===== src/shared/panel_pkg.sv =====
// package: constants and types for the front-panel diagnostic and unit code controller
package panel_pkg;

  // clock and timing
  localparam int CLK_PERIOD_NS = 4;
  localparam int LAMP_TEST_MS  = 500;
  localparam int LAMP_TEST_CYC = LAMP_TEST_MS * 1_000_000 / CLK_PERIOD_NS;
  localparam int DIGIT_STEP_MS  = 250;
  localparam int DIGIT_STEP_CYC = DIGIT_STEP_MS * 1_000_000 / CLK_PERIOD_NS;

  // procedure numbers and display codes (two-digit BCD)
  localparam logic [7:0] PROC_FIRST  = 8'h01;
  localparam logic [7:0] PROC_UNIT   = 8'h04;
  localparam logic [7:0] PROC_LAST   = 8'h99;
  localparam logic [7:0] DONE_CODE   = 8'h00;

  // unit code limits and reset value
  localparam logic [9:0] UNIT_MAX    = 10'h0FF;
  localparam logic [7:0] UNIT_RESET  = 8'h00;

  // display exercise last pattern digit and last decimal digit
  localparam logic [3:0] PATTERN_LAST = 4'h9;
  localparam logic [3:0] DIGIT_LAST   = 4'h9;

  // fault codes shown by the block itself (three-digit BCD)
  localparam logic [11:0] RANGE_FAULT_CODE = 12'h030;
  localparam logic [11:0] POWER_FAULT_CODE = 12'h031;

  // key bit positions in the key vector
  localparam int KEY_RESET   = 3;
  localparam int KEY_SELECT  = 2;
  localparam int KEY_ADVANCE = 1;
  localparam int KEY_RUN     = 0;
  localparam int KEY_COUNT   = 4;

  typedef enum logic [3:0] {
    ST_POWERON,
    ST_PWR_FAIL,
    ST_LAMP_ON,
    ST_LAMP_OFF,
    ST_NORMAL,
    ST_DIAG_SEL,
    ST_DISP_EX,
    ST_TAPE_TEST,
    ST_TEST_DONE,
    ST_FAULT,
    ST_ENTRY,
    ST_STORED
  } panel_state_t;

  typedef struct packed {
    logic power_good_lamp;
    logic power_fail_lamp;
    logic write_protect_lamp;
    logic online_lamp;
    logic tape_start_lamp;
    logic high_density_lamp;
    logic diag_mode_lamp;
    logic fault_lamp;
  } lamps_t;

  typedef struct packed {
    logic       blank_hi;
    logic [3:0] hundreds;
    logic [3:0] tens;
    logic [3:0] ones;
  } disp_t;

  typedef struct packed {
    logic online;
    logic at_tape_start;
    logic high_density;
  } status_t;

  typedef struct packed {
    logic reset_key;
    logic select_key;
    logic advance_key;
    logic run_key;
  } keys_t;

endpackage


===== src/hw/panel_ctrl.sv =====
// front-panel controller: power-on check, operator test, display exercise, unit code entry
`timescale 1ns/100ps
`default_nettype none

// Behaviour
// good power: all lamps flash, then power good, write protect, unit code
// supply failure: power fail and fault lamps on, power good off, code shown
// reset then select enters diagnostics, diag lamp on, shows 01
// run on test 01 steps display 000 to 999 with equal digits
// during display exercise all lamps on except power fail, tape start, fault
// test done: rewind-unload, show 00 with fault lamp, stay in diagnostics
// fault during test stops it, shows fault code, fault lamp on
// reset press in diagnostics returns to normal operation
// reset press while fault shown clears fault so test can rerun
// unit code 0 to 255 held, entered as three decimal digits
// unit code kept in nonvolatile store until a new code is entered
// display shows unit code except during fault or panel diagnostic
// in diagnostics advance increments the procedure number by one
// run with procedure 04 opens unit code entry showing 000
// entry: advance bumps lowest digit, select shifts left with zero fill
// run in entry stores code, shows 00; reset returns with new code
// entered value above 255 refused, old code kept, fault shown
module panel_ctrl
  import panel_pkg::*;
#(
  parameter int LAMP_TEST_CYCLES  = panel_pkg::LAMP_TEST_CYC,
  parameter int DIGIT_STEP_CYCLES = panel_pkg::DIGIT_STEP_CYC
) (
  input  wire logic              i_core_clk,
  input  wire logic              i_nrst,
  input  wire panel_pkg::keys_t  i_keys,
  input  wire logic              i_power_ok,
  input  wire panel_pkg::status_t i_status,
  input  wire logic              i_test_done,
  input  wire logic              i_test_fault,
  input  wire logic [11:0]       i_test_fault_code,
  input  wire logic [7:0]        i_nvm_code,
  output panel_pkg::lamps_t      o_lamps,
  output panel_pkg::disp_t       o_display,
  output logic [7:0]             o_unit_code,
  output logic                   o_nvm_wr,
  output logic [7:0]             o_nvm_wr_data,
  output logic                   o_test_start,
  output logic                   o_rewind_unload
);

  import panel_pkg::*;

  panel_state_t state_reg;
  logic [31:0]  timer_reg;
  logic [7:0]   unit_code_reg;
  logic [7:0]   proc_reg;
  logic [3:0]   pattern_reg;
  disp_t        entry_reg;
  logic [11:0]  fault_code_reg;
  logic         armed_reg;
  lamps_t       lamps_reg;
  disp_t        display_reg;
  logic         nvm_wr_reg;
  logic [7:0]   nvm_wr_data_reg;
  logic         test_start_reg;
  logic         rewind_reg;

  logic [KEY_COUNT-1:0] key_level;
  logic [KEY_COUNT-1:0] key_press;
  logic                 press_reset;
  logic                 press_select;
  logic                 press_advance;
  logic                 press_run;
  logic [9:0]           entry_value;
  logic                 step_end;
  logic                 lamp_end;

  // one edge detector per panel key
  assign key_level = i_keys;

  for (genvar k = 0; k < KEY_COUNT; k++) begin : g_key
    panel_key_edge #(
      .ACTIVE_LEVEL (1'b1)
    ) u_edge (
      .i_core_clk (i_core_clk),
      .i_nrst     (i_nrst),
      .i_level    (key_level[k]),
      .o_press    (key_press[k])
    );
  end

  assign press_reset   = key_press[KEY_RESET];
  assign press_select  = key_press[KEY_SELECT];
  assign press_advance = key_press[KEY_ADVANCE];
  assign press_run     = key_press[KEY_RUN];

  // entered three digits as a binary value
  assign entry_value = 10'(entry_reg.hundreds) * 10'd100
                     + 10'(entry_reg.tens) * 10'd10
                     + 10'(entry_reg.ones);

  // timer end marks
  assign step_end = (timer_reg >= 32'(DIGIT_STEP_CYCLES - 1));
  assign lamp_end = (timer_reg >= 32'(LAMP_TEST_CYCLES - 1));

  // binary unit code to three BCD digits
  function automatic disp_t show_unit(input logic [7:0] v);
    logic [7:0] r;
    r = v % 8'd100;
    show_unit.blank_hi = 1'b0;
    show_unit.hundreds = 4'(v / 8'd100);
    show_unit.tens     = 4'(r / 8'd10);
    show_unit.ones     = 4'(r % 8'd10);
  endfunction

  // two-digit BCD value with the hundreds digit blanked
  function automatic disp_t show_two(input logic [7:0] v);
    show_two.blank_hi = 1'b1;
    show_two.hundreds = 4'h0;
    show_two.tens     = v[7:4];
    show_two.ones     = v[3:0];
  endfunction

  // two-digit BCD increment, wrapping back to the first procedure
  function automatic logic [7:0] bcd_inc(input logic [7:0] v);
    if (v == PROC_LAST) begin
      bcd_inc = PROC_FIRST;
    end else if (v[3:0] == DIGIT_LAST) begin
      bcd_inc = {v[7:4] + 4'h1, 4'h0};
    end else begin
      bcd_inc = {v[7:4], v[3:0] + 4'h1};
    end
  endfunction

  // main sequence and step timer
  always_ff @(posedge i_core_clk) begin
    if (!i_nrst) begin
      state_reg <= ST_POWERON;
      timer_reg <= 32'h0000_0000;
    end else begin
      timer_reg <= timer_reg + 32'h0000_0001;
      case (state_reg)
        ST_POWERON: begin
          timer_reg <= 32'h0000_0000;
          if (!i_power_ok) begin
            state_reg <= ST_PWR_FAIL;
          end else begin
            state_reg <= ST_LAMP_ON;
          end
        end
        ST_PWR_FAIL: begin
          state_reg <= ST_PWR_FAIL;
        end
        ST_LAMP_ON: begin
          if (lamp_end) begin
            state_reg <= ST_LAMP_OFF;
            timer_reg <= 32'h0000_0000;
          end
        end
        ST_LAMP_OFF: begin
          if (lamp_end) begin
            state_reg <= ST_NORMAL;
          end
        end
        ST_NORMAL: begin
          if (press_select && armed_reg) begin
            state_reg <= ST_DIAG_SEL;
          end
        end
        ST_DIAG_SEL: begin
          if (press_reset) begin
            state_reg <= ST_NORMAL;
          end else if (press_run && proc_reg == PROC_FIRST) begin
            state_reg <= ST_DISP_EX;
            timer_reg <= 32'h0000_0000;
          end else if (press_run && proc_reg == PROC_UNIT) begin
            state_reg <= ST_ENTRY;
          end
        end
        ST_DISP_EX: begin
          if (press_reset) begin
            state_reg <= ST_NORMAL;
          end else if (step_end) begin
            timer_reg <= 32'h0000_0000;
            if (pattern_reg == PATTERN_LAST) begin
              state_reg <= ST_TAPE_TEST;
            end
          end
        end
        ST_TAPE_TEST: begin
          if (press_reset) begin
            state_reg <= ST_NORMAL;
          end else if (i_test_fault) begin
            state_reg <= ST_FAULT;
          end else if (i_test_done) begin
            state_reg <= ST_TEST_DONE;
          end
        end
        ST_FAULT: begin
          if (press_reset) begin
            state_reg <= ST_DIAG_SEL;
          end
        end
        ST_ENTRY: begin
          if (press_reset) begin
            state_reg <= ST_NORMAL;
          end else if (press_run && entry_value > UNIT_MAX) begin
            state_reg <= ST_FAULT;
          end else if (press_run) begin
            state_reg <= ST_STORED;
          end
        end
        ST_TEST_DONE, ST_STORED: begin
          if (press_reset) begin
            state_reg <= ST_NORMAL;
          end
        end
        default: begin
          state_reg <= ST_POWERON;
        end
      endcase
    end
  end

  // reset-then-select arming in normal operation
  always_ff @(posedge i_core_clk) begin
    if (!i_nrst) begin
      armed_reg <= 1'b0;
    end else if (state_reg != ST_NORMAL) begin
      armed_reg <= 1'b0;
    end else if (press_reset) begin
      armed_reg <= 1'b1;
    end else if (press_advance || press_run) begin
      armed_reg <= 1'b0;
    end
  end

  // procedure number selection
  always_ff @(posedge i_core_clk) begin
    if (!i_nrst) begin
      proc_reg <= PROC_FIRST;
    end else if (state_reg == ST_NORMAL || state_reg == ST_FAULT) begin
      proc_reg <= PROC_FIRST;
    end else if (state_reg == ST_DIAG_SEL && press_advance) begin
      proc_reg <= bcd_inc(proc_reg);
    end
  end

  // display exercise pattern digit
  always_ff @(posedge i_core_clk) begin
    if (!i_nrst) begin
      pattern_reg <= 4'h0;
    end else if (state_reg != ST_DISP_EX) begin
      pattern_reg <= 4'h0;
    end else if (step_end && pattern_reg != PATTERN_LAST) begin
      pattern_reg <= pattern_reg + 4'h1;
    end
  end

  // unit code digit entry
  always_ff @(posedge i_core_clk) begin
    if (!i_nrst) begin
      entry_reg <= '0;
    end else if (state_reg != ST_ENTRY) begin
      entry_reg <= '0;
    end else if (press_advance) begin
      if (entry_reg.ones == DIGIT_LAST) begin
        entry_reg.ones <= 4'h0;
      end else begin
        entry_reg.ones <= entry_reg.ones + 4'h1;
      end
    end else if (press_select) begin
      entry_reg.hundreds <= entry_reg.tens;
      entry_reg.tens     <= entry_reg.ones;
      entry_reg.ones     <= 4'h0;
    end
  end

  // stored unit code, loaded from the nonvolatile store after reset
  always_ff @(posedge i_core_clk) begin
    if (!i_nrst) begin
      unit_code_reg <= UNIT_RESET;
    end else if (state_reg == ST_POWERON) begin
      unit_code_reg <= i_nvm_code;
    end else if (state_reg == ST_ENTRY && press_run && !press_reset
                 && entry_value <= UNIT_MAX) begin
      unit_code_reg <= entry_value[7:0];
    end
  end

  // nonvolatile write strobe and data
  always_ff @(posedge i_core_clk) begin
    if (!i_nrst) begin
      nvm_wr_reg      <= 1'b0;
      nvm_wr_data_reg <= UNIT_RESET;
    end else begin
      nvm_wr_reg <= 1'b0;
      if (state_reg == ST_ENTRY && press_run && !press_reset
          && entry_value <= UNIT_MAX) begin
        nvm_wr_reg      <= 1'b1;
        nvm_wr_data_reg <= entry_value[7:0];
      end
    end
  end

  // latched fault code
  always_ff @(posedge i_core_clk) begin
    if (!i_nrst) begin
      fault_code_reg <= 12'h000;
    end else if (state_reg == ST_TAPE_TEST && i_test_fault && !press_reset) begin
      fault_code_reg <= i_test_fault_code;
    end else if (state_reg == ST_ENTRY && press_run && !press_reset
                 && entry_value > UNIT_MAX) begin
      fault_code_reg <= RANGE_FAULT_CODE;
    end
  end

  // test start and rewind-unload command pulses
  always_ff @(posedge i_core_clk) begin
    if (!i_nrst) begin
      test_start_reg <= 1'b0;
      rewind_reg     <= 1'b0;
    end else begin
      test_start_reg <= state_reg == ST_DISP_EX && !press_reset && step_end
                        && pattern_reg == PATTERN_LAST;
      rewind_reg     <= state_reg == ST_TAPE_TEST && !press_reset
                        && !i_test_fault && i_test_done;
    end
  end

  // lamps per state
  always_ff @(posedge i_core_clk) begin
    if (!i_nrst) begin
      lamps_reg <= '0;
    end else begin
      lamps_reg <= '0;
      case (state_reg)
        ST_POWERON: begin
          lamps_reg <= '0;
        end
        ST_PWR_FAIL: begin
          lamps_reg.power_fail_lamp <= 1'b1;
          lamps_reg.fault_lamp      <= 1'b1;
        end
        ST_LAMP_ON: begin
          lamps_reg <= '1;
        end
        ST_LAMP_OFF: begin
          lamps_reg <= '0;
        end
        ST_NORMAL: begin
          lamps_reg.power_good_lamp    <= 1'b1;
          lamps_reg.write_protect_lamp <= 1'b1;
          lamps_reg.online_lamp        <= i_status.online;
          lamps_reg.tape_start_lamp    <= i_status.at_tape_start;
          lamps_reg.high_density_lamp  <= i_status.high_density;
        end
        ST_DISP_EX: begin
          lamps_reg                 <= '1;
          lamps_reg.power_fail_lamp <= 1'b0;
          lamps_reg.tape_start_lamp <= 1'b0;
          lamps_reg.fault_lamp      <= 1'b0;
        end
        ST_FAULT, ST_TEST_DONE: begin
          lamps_reg.power_good_lamp    <= 1'b1;
          lamps_reg.write_protect_lamp <= 1'b1;
          lamps_reg.diag_mode_lamp     <= 1'b1;
          lamps_reg.fault_lamp         <= 1'b1;
        end
        default: begin
          lamps_reg.power_good_lamp    <= 1'b1;
          lamps_reg.write_protect_lamp <= 1'b1;
          lamps_reg.diag_mode_lamp     <= 1'b1;
        end
      endcase
    end
  end

  // display contents per state
  always_ff @(posedge i_core_clk) begin
    if (!i_nrst) begin
      display_reg <= '0;
    end else begin
      case (state_reg)
        ST_PWR_FAIL: begin
          display_reg <= {1'b0, POWER_FAULT_CODE};
        end
        ST_LAMP_ON: begin
          display_reg <= {1'b0, 12'h888};
        end
        ST_DIAG_SEL, ST_TAPE_TEST: begin
          display_reg <= show_two(proc_reg);
        end
        ST_DISP_EX: begin
          display_reg <= {1'b0, pattern_reg, pattern_reg, pattern_reg};
        end
        ST_FAULT: begin
          display_reg <= {1'b0, fault_code_reg};
        end
        ST_TEST_DONE, ST_STORED: begin
          display_reg <= show_two(DONE_CODE);
        end
        ST_ENTRY: begin
          display_reg <= entry_reg;
        end
        default: begin
          display_reg <= show_unit(unit_code_reg);
        end
      endcase
    end
  end

  // outputs from flip-flops
  assign o_lamps         = lamps_reg;
  assign o_display       = display_reg;
  assign o_unit_code     = unit_code_reg;
  assign o_nvm_wr        = nvm_wr_reg;
  assign o_nvm_wr_data   = nvm_wr_data_reg;
  assign o_test_start    = test_start_reg;
  assign o_rewind_unload = rewind_reg;

endmodule

`default_nettype wire


===== src/hw/panel_key_edge.sv =====
// key press detector: one-cycle pulse on the active edge of a panel key
`timescale 1ns/100ps
`default_nettype none

module panel_key_edge #(
  parameter bit ACTIVE_LEVEL = 1'b1
) (
  input  wire logic i_core_clk,
  input  wire logic i_nrst,
  input  wire logic i_level,
  output logic      o_press
);

  logic prev_reg;
  logic active;

  // level normalised to active high
  assign active = (i_level == ACTIVE_LEVEL);

  // previous sample, set to pressed after reset so a held key gives no press
  always_ff @(posedge i_core_clk) begin
    if (!i_nrst) begin
      prev_reg <= 1'b1;
    end else begin
      prev_reg <= active;
    end
  end

  // pulse only on the newly pressed cycle
  assign o_press = active & ~prev_reg;

endmodule

`default_nettype wire


===== config.mk =====
export PLATFORM = sky130hd
export DESIGN_NAME = panel_ctrl
export DESIGN_NICKNAME = d
export VERILOG_FILES = /design/src/shared/panel_pkg.sv /design/src/hw/panel_ctrl.sv /design/src/hw/panel_key_edge.sv
export SDC_FILE = /design/constraint.sdc
export NUM_CORES = 1
export LEC_CHECK = 0
export BUFFER_PORTS_ARGS = -buffer_cell sky130_fd_sc_hd__buf_2
export CELL_PAD_IN_SITES_DETAIL_PLACEMENT = 1
export CELL_PAD_IN_SITES_GLOBAL_PLACEMENT = 1
export CORE_MARGIN = 4
export CORE_UTILIZATION = 40
export DETAILED_ROUTE_END_ITERATION = 12
export PLACE_DENSITY = 0.72
export SYNTH_ARGS = -nofsm -noshare
export SYNTH_HDL_FRONTEND = slang
export SYNTH_SLANG_ARGS = --single-unit

===== constraint.sdc =====
create_clock -name i_core_clk -period 6.6 [get_ports i_core_clk]
set_input_delay 0.66 -clock i_core_clk [delete_from_list [all_inputs] [get_ports i_core_clk]]
set_output_delay 0.66 -clock i_core_clk [all_outputs]
set_load 0.05 [all_outputs]

## Word level (Yosys, flattened, before mapping)

Cells that the tools add are included.

| storage, ports and cells | value |
|---|---|
| register bits | 116 |
| logic and storage cells | 172 |

| cells by class | value |
|---|---|
| add/sub/neg operators | 7 |
| multiply operators | 2 |
| div/mod/pow operators | 4 |
| $lt $le $gt $ge | 4 |
| eq/ne operators | 31 |
| mux-type cells | 43 |
| bitwise gates (word level) | 10 |
| reductions and logical operators | 41 |

Operators by type and width:

| kind | number |
|---|---|
| 2-to-1 mux 32 bit | 5 |
| one-hot mux 32 bit (4 select lines) | 1 |
| one-hot mux 13 bit (7 select lines) | 1 |
| 2-to-1 mux 4 bit | 20 |
| one-hot mux 4 bit (11 select lines) | 1 |
| adder 32 x 1 -> 32 bit, second input constant | 1 |
| >= comparator 32 x 26 -> 1 bit, second input constant | 1 |
| >= comparator 32 x 27 -> 1 bit, second input constant | 1 |
| 2-to-1 mux 8 bit | 4 |
| equality test 4 bit, second input constant | 7 |
| 2-to-1 mux 12 bit | 2 |
| != test 4 bit, second input constant | 5 |
| logical AND 1 bit | 18 |
| adder 4 x 1 -> 4 bit, second input constant | 4 |
| equality test 4 x 3 -> 1 bit, second input constant | 4 |
| OR reduction 2 bit | 7 |
| adder 10 x 4 -> 10 bit | 1 |
| adder 10 x 8 -> 10 bit | 1 |
| > comparator 10 x 8 -> 1 bit, second input constant | 1 |
| <= comparator 10 x 8 -> 1 bit, second input constant | 1 |
| != test 2 bit, second input constant | 5 |
| AND reduction 10 bit | 1 |
| nonzero test 2 bit | 5 |
| one-hot mux 3 bit (3 select lines) | 1 |
| other kinds (24) | 44 |

## Logic depth before layout (Yosys ltp)

Gate-level depths: netlist of the first run.

| depth | value |
|---|---|
| depth in word-level cells | 8 |
| gate-level depth with buffers | 15 |
| depth with buffers taken out | 14 |

## Hierarchy

A second synthesis of the first run with hierarchy kept.

| second synthesis, totals | value |
|---|---|
| cell total of the unflattened synthesis | 838 |
| area total of the unflattened synthesis | 6871.6 um2 |

Modules (own cells, without submodules):

| module | instances | cells an instance | area an instance (um2) |
|---|---|---|---|
| panel_ctrl | 1 | 826 | 6711.4 |
| panel_key_edge | 4 | 3 | 40.0 |

## Worst setup path after synthesis of the first run

Ideal clock, no wire load.

| timing | value |
|---|---|
| kind | register -> register |
| start point | register entry_reg[5] in the netlist's numbering |
| end point | register unit_code_reg[4] (netlist: o_unit_code[4]) |
| library setup time | 0.132 ns |
| data arrival time | 3.463 ns |
| setup slack | 3.005 ns |
| stages on the path, launching flop included | 15 |
| buffers on the path | 1 |
| cell sequence | dfxtp_1 > ha_1 > ha_1 > fa_1 > ha_1 > ha_1 > inv_1 > o21bai_1 > a21o_1 > a2111oi_0 > o31a_1 > clkbuf_1 > nor2_1 > nand2_1 > a31oi_1 |

| on the way | value |
|---|---|
| longest elaborated chain between the ends | 6 |
| elaborated cells between the ends (all ways) | 8 |
| those cells by class | 2 x add/sub; 1 x mul; 1 x order compare; 2 x mux; 2 x reduce/logical |

RTL lines:

| element | line | RTL |
|---|---|---|
| start: declaration | panel_ctrl.sv:54 | `disp_t entry_reg;` |
| multiplier 4 x 3 -> 7 bit (*) | panel_ctrl.sv:95 | `+ 10'(entry_reg.tens) * 10'd10` |
| adder 10 x 8 -> 10 bit (*) | panel_ctrl.sv:95 |  |
| adder 10 x 4 -> 10 bit (*) | panel_ctrl.sv:96 | `+ 10'(entry_reg.ones);` |
| <= comparator 10 x 8 -> 1 bit | panel_ctrl.sv:282 | `&& entry_value <= UNIT_MAX) begin` |
| logical AND 1 bit | panel_ctrl.sv:282 |  |
| nonzero test 2 bit (no source line) | n/a |  |
| end signal: assignment | panel_ctrl.sv:280 | `unit_code_reg <= i_nvm_code;` |
| end signal: assignment | panel_ctrl.sv:283 | `unit_code_reg <= entry_value[7:0];` |
| end: declaration | panel_ctrl.sv:51 | `logic [7:0] unit_code_reg;` |

Mark *: on every way between the ends. The rest lies on a longest branch, timed or not. The select of a mux whose other input is x is not followed.
A chain may end at the register's enable or synchronous reset.

## Worst setup path in the final report of the first run

| timing | value |
|---|---|
| start point | register entry_reg[5] in the netlist's numbering |
| end point | register fault_code_reg[2] |

| on the way | value |
|---|---|
| longest elaborated chain between the ends | 6 |

RTL lines:

| element | line | RTL |
|---|---|---|
| multiplier 4 x 3 -> 7 bit | panel_ctrl.sv:95 |  |
| adder 10 x 8 -> 10 bit | panel_ctrl.sv:95 |  |
| adder 10 x 4 -> 10 bit | panel_ctrl.sv:96 |  |
| > comparator 10 x 8 -> 1 bit | panel_ctrl.sv:309 | `&& entry_value > UNIT_MAX) begin` |
| logical AND 1 bit | panel_ctrl.sv:309 |  |
| nonzero test 2 bit (no source line) | n/a |  |
| end signal: assignment | panel_ctrl.sv:307 | `fault_code_reg <= i_test_fault_code;` |
| end: declaration | panel_ctrl.sv:55 | `logic [11:0] fault_code_reg;` |

Every way passes these cells.

==> results of run 1 <==
## path summary, 6_finish.rpt
kind                          start                end  depth (start not counted)  slack (ns)
setup / recovery       entry_reg[5]  fault_code_reg[2]                         13        2.16
hold / removal         i_test_fault    o_rewind_unload                          2        0.43
setup reg to reg       entry_reg[5]  fault_code_reg[2]                         13        2.16
hold reg to reg   fault_code_reg[5]  fault_code_reg[5]                          2        0.45
## through the flow
step	area (sq um)	setup WS, ns
4_1_cts	7910	2.15
3_5_place_dp	7320	2.21
6_report	7910	2.16
3_3_place_gp	7320	2.62
5_1_grt	7910	1.88
2_1_floorplan	6810	3.00
## cell usage in the layout (no fill, tap or decap), types with 5 or more instances in the layout
cell,Yosys,final
and2_1,6,6
a21oi_1,59,59
o21ai_0,30,30
or3_1,5,5
clkbuf_16,0,17
nor2_1,79,79
nand4_1,14,14
o21ai_1,5,5
nand2b_1,16,16
xor2_1,18,18
nand2_1,87,87
ha_1,33,33
a21o_1,11,11
nor3_1,46,46
buf_4,3,9
a211oi_1,8,8
a31oi_1,20,20
o22ai_1,6,6
nand3_1,32,32
mux2i_1,10,10
xnor2_1,23,23
nor4_1,8,8
fa_1,5,5
dfxtp_1,116,116
nor2b_1,8,8
a22oi_1,18,18
and3_1,14,14
inv_1,35,35
buf_2,1,71
## layout make-up
class	instances	area (sq um)
Inverter	37	139
Fill cell	2061	8730
Clock buffer	22	464
Multi-Input combinational cell	649	4160
Sequential cell	116	2320
Tap cell	220	275
Clock inverter	9	129
Timing Repair Buffer	80	423
## worst max-delay path, cell delays in order, from the launching register on
cell,delay (ns)
dfxtp_1,0.45
ha_1,0.29
ha_1,0.24
fa_1,0.44
ha_1,0.29
ha_1,0.35
inv_1,0.09
o21bai_1,0.10
a21o_1,0.20
a2111oi_0,0.63
nor3_1,0.18
a21oi_1,0.79
a22oi_1,0.18
nor2_1,0.14
## cells by family after synthesis
kind of cell	after synthesis	share of synthesized area (%)
adder cells (fa/ha/maj)	38	7.54
flip-flops	116	34.1
AO/OA/AOI/OAI	223	22.3
XOR/XNOR	41	5.28
buffers and inverters	80	4.84
multiplexers	11	1.64
AND/OR/NAND/NOR	336	24.3
## power by group through the flow
stage                     logic, mW  clock network, mW  registers, mW
after global placement         1.07                  0          0.861
after CTS                      1.10              0.950          0.851
after detailed placement       1.09                  0          0.866
after global routing           1.20              0.988          0.865
final                          1.10              0.934          0.851
after floorplan               0.715                  0          0.959
## metal layers
layer	vias up	share of wire (%)	GRT usage, %
met5	-	0	0
met4	0	1.3	6.08
met3	22	2.9	4.28
met2	106	49	38.2
met1	3170	46	28.5
li1	3183	-	-
==> metrics.txt, run 1 <==
run status complete, no violations; gpl congestion 0.851; max reg flops 32; combinational power share 38.2%; crit path launch type register; Rel. slew slack 29.9%; Initial Util 40.9%; final core utilization 47.5%; sequential area share after synthesis 34.1%; clk_skew 0.0158 ns; Syn Inst Count 845; Area Overhead vs Synth 16.3%; non-filler cells, final 1133; total track usage 22.2%; clk buf depth 2; final hold vios 0; Root Buffer clkbuf_16; initial antenna violation count 0; sequential power share 29.5%; min-delay worst type primary input to register; PwrDens 365 mW/mm^2; required time worst endpoint 6.96 ns; final worst-path cycle share 67.3%; nets@finish 971; Cell variety after synth 81; Syn Std Cell Area 0.00681 sq mm; ANT nets after route 0; Rows 47; Clock Power Share 32.3%; data arrival time of the critical path 4.79 ns; Pwr Total 2.89 mW; Skew-Pair Late Insertion Delay 0.42 ns; number of top-level pins 72; pin count of the biggest net entering global routing 50; Slew @ Worst Pin 1.04 ns; vias per inst 5.72; crit end category register; # port buffers 71; setup bufs post-CTS 0; initial DRC count 356; syn_nets 915; FF+latch count, synth 116; Setup TNS Final 0 ns; Max-Cap Viols 0; CORE AREA 0.0166 sq mm; first-pass GRT wire length 35300 um; internal power 1.71 mW; post-synth top area cell dfxtp_1; htree depth 4; Max VDD drop 0.000194 V; vias in the first global route 6822; synth cell count leaders dfxtp_1, nand2_1, nor2_1; setup violators final 0; Clock Pin Slew Worst Setup and Hold Paths 0.05 ns; die height 138 um; asr flop ratio synth 0%; CTS tree built; count leader, synth dfxtp_1; DR pass1 iterations 5; RSZ-0062 raised after global routing false; Synth warnings 0; die area 0.0192 sq mm; dpl hpwl 15700 um; DR vias 6481; post-CTS sizing 0; max frequency 0.225 GHz; Avg WL per Cell 18.7 um; global route overflow 0; Syn Area/Cell 8.05 sq um; DRC Markers 0; CTS Buf Count 17; fin crit period 4.44 ns; ANT cells 0; share of post-route cells with drive strength above 1 14.0%; cell count after placement 1102; Slew Viols, Final 0; ys flop type dfxtp_1; Die Wd 138 um; number of enable flip-flop cells after synthesis 0; CTS Sinks 116; Area contributors post-synth dfxtp_1, ha_1, nand2_1; sw frac 40.7%; WL final 21200 um; crit-path max FO 12; Pleak 3.17 nW; # hold bufs at CTS 0; WHS 0.426 ns; Psw 1.17 mW; Crit Path Category register to register; Synth top area share 34.1%
Note: power is estimated with default switching activity, not from simulation.
==> run 2, diff against run 1 <==
- clock period: 6.6 -> 4.5 ns (I/O delays scaled with it)
==> metrics.txt, run 2 (synthesized netlist as in run 1, its figures left out) <==
DRC Markers 0; Setup TNS Final 0 ns; vias in the first global route 6905; most frequent cells in the layout dfxtp_1, nand2_1, nor2_1; Avg WL per Cell 19.1 um; ANT cells 0; vias per inst 5.78; max frequency 0.240 GHz; Critical Path Start entry_reg[5]; Slew Viols, Final 0; Area Overhead vs Synth 16.8%; post-CTS sizing 0; CTS tree built; CORE AREA 0.0166 sq mm; Pleak 3.19 nW; max reg flops 32; final worst-path cycle share 92.5%; initial antenna violation count 0; min-delay src i_test_fault; Slew @ Worst Pin 1.07 ns; Max stage delay on crit path 0.49 ns; most used cell, CP ha_1; Worst Path Buf+Inv 1; DR vias 6584; htree depth 4; # fillers 2013; Root Buffer clkbuf_16; final hold vios 0; clk_skew 0.0129 ns; pin count of the biggest net entering global routing 37; dpl hpwl 15900 um; crit end category register; CP max-delay cell nor3_1; Initial Util 40.9%; PwrDens 535 mW/mm^2; clk buf depth 2; fin crit period 4.16 ns; WL final 21700 um; data arrival time of the critical path 4.51 ns; crit path launch type register; nets@finish 976; # port buffers 71; die height 138 um; initial DRC count 541; R2R Path Start entry_reg[5]; most common cell after layout, fill and taps aside dfxtp_1; run status complete, no violations; number of top-level pins 72; cell area after layout 0.00795 sq mm; ANT nets after route 0; CTS Buf Count 17; Skew-Pair Late Insertion Delay 0.42 ns; required time worst endpoint 4.85 ns; min-delay worst type primary input to register; first-pass GRT wire length 36000 um; global route overflow 0; Max-Cap Viols 0; Max VDD drop 0.000322 V; DR pass1 iterations 5; Crit Path Category register to register; Rel. slew slack 28.3%; share of post-route cells with drive strength above 1 14.8%; crit-path max FO 9; CP Cell Sequence ha_1, ha_1, fa_1, xor2_1, ha_1, ha_1, inv_1, o21bai_1, a21oi_1, a32o_1, nor3_1, nand2b_1, nand2_1, a21oi_1; gpl congestion 0.861; die area 0.0192 sq mm; total track usage 22.7%; setup bufs post-CTS 0; setup violators final 0; Die Wd 138 um; # hold bufs at CTS 0; CTS Sinks 116; RSZ-0062 raised after global routing false; Clock Pin Slew Worst Setup and Hold Paths 0.06 ns; crit-path leading delay family adder cells; Rows 47; DP Area 0.00736 sq mm
==> run 2: worst paths after layout <==
path / to / slack (ns) / cells past startpoint
max: o_nvm_wr_data[1] / 0.34 / 14
min reg2reg: fault_code_reg[5] / 0.45 / 2
min: o_rewind_unload / 0.21 / 2
max reg2reg: o_nvm_wr_data[1] / 0.34 / 14
==> run 2: worst reg2reg max path, delay by kind of cell, from the launching register on <==
| kind | cells | cell delay [ns] |
|---|---|---|
| adders and majority gates | 5 | 1.59 |
| and+or+nand+nor | 3 | 1.01 |
| AOI/OAI and AO/OA | 4 | 0.80 |
| DFF | 1 | 0.46 |
| xor gates and xnor gates | 1 | 0.16 |
| buffers and inverters | 1 | 0.07 |
==> run 2: routing by layer <==
metal | vias up | part of all wire [%] | GRT usage, %
li1 | 3194 | - | -
met3 | 35 | 3.6 | 4.39
met5 | - | 0 | 0
met2 | 122 | 49 | 38.4
met1 | 3233 | 45 | 29.1
met4 | 0 | 2.3 | 7.59
==> run 2: per-stage QoR <==
step | total power, mW | setup slack, ns | instances | hold WS, ns | utilization [%]
2_1_floorplan | 2.45 | 0.905 | 845 | 0.424 | -
3_3_place_gp | 2.84 | 0.663 | 1107 | 0.439 | 44.2
3_5_place_dp | 2.88 | 0.408 | 1107 | 0.439 | 44.2
4_1_cts | 4.25 | 0.330 | 1139 | 0.203 | 47.8
5_1_grt | 4.49 | 0.0719 | 1139 | 0.224 | 47.8
6_report | 4.25 | 0.339 | 1139 | 0.212 | 47.8
==> run 2: final cells by class <==
class / count / area, sq um / area share (%)
repair buffers: 85 / 460 / 5.79
inverters: 37 / 139 / 1.75
clock buffers: 19 / 443 / 5.57
flip-flops and latches: 116 / 2320 / 29.2
well taps: 220 / 275 / 3.46
multi-input cells: 649 / 4160 / 52.3
clock inverters: 13 / 149 / 1.87
==> run 2: report_power, final <==
group | internal [mW] | switching (mW)
registers | 1.12 | 0.125
clock network | 0.835 | 0.522
logic | 0.512 | 1.14
total | 2.46 | 1.79
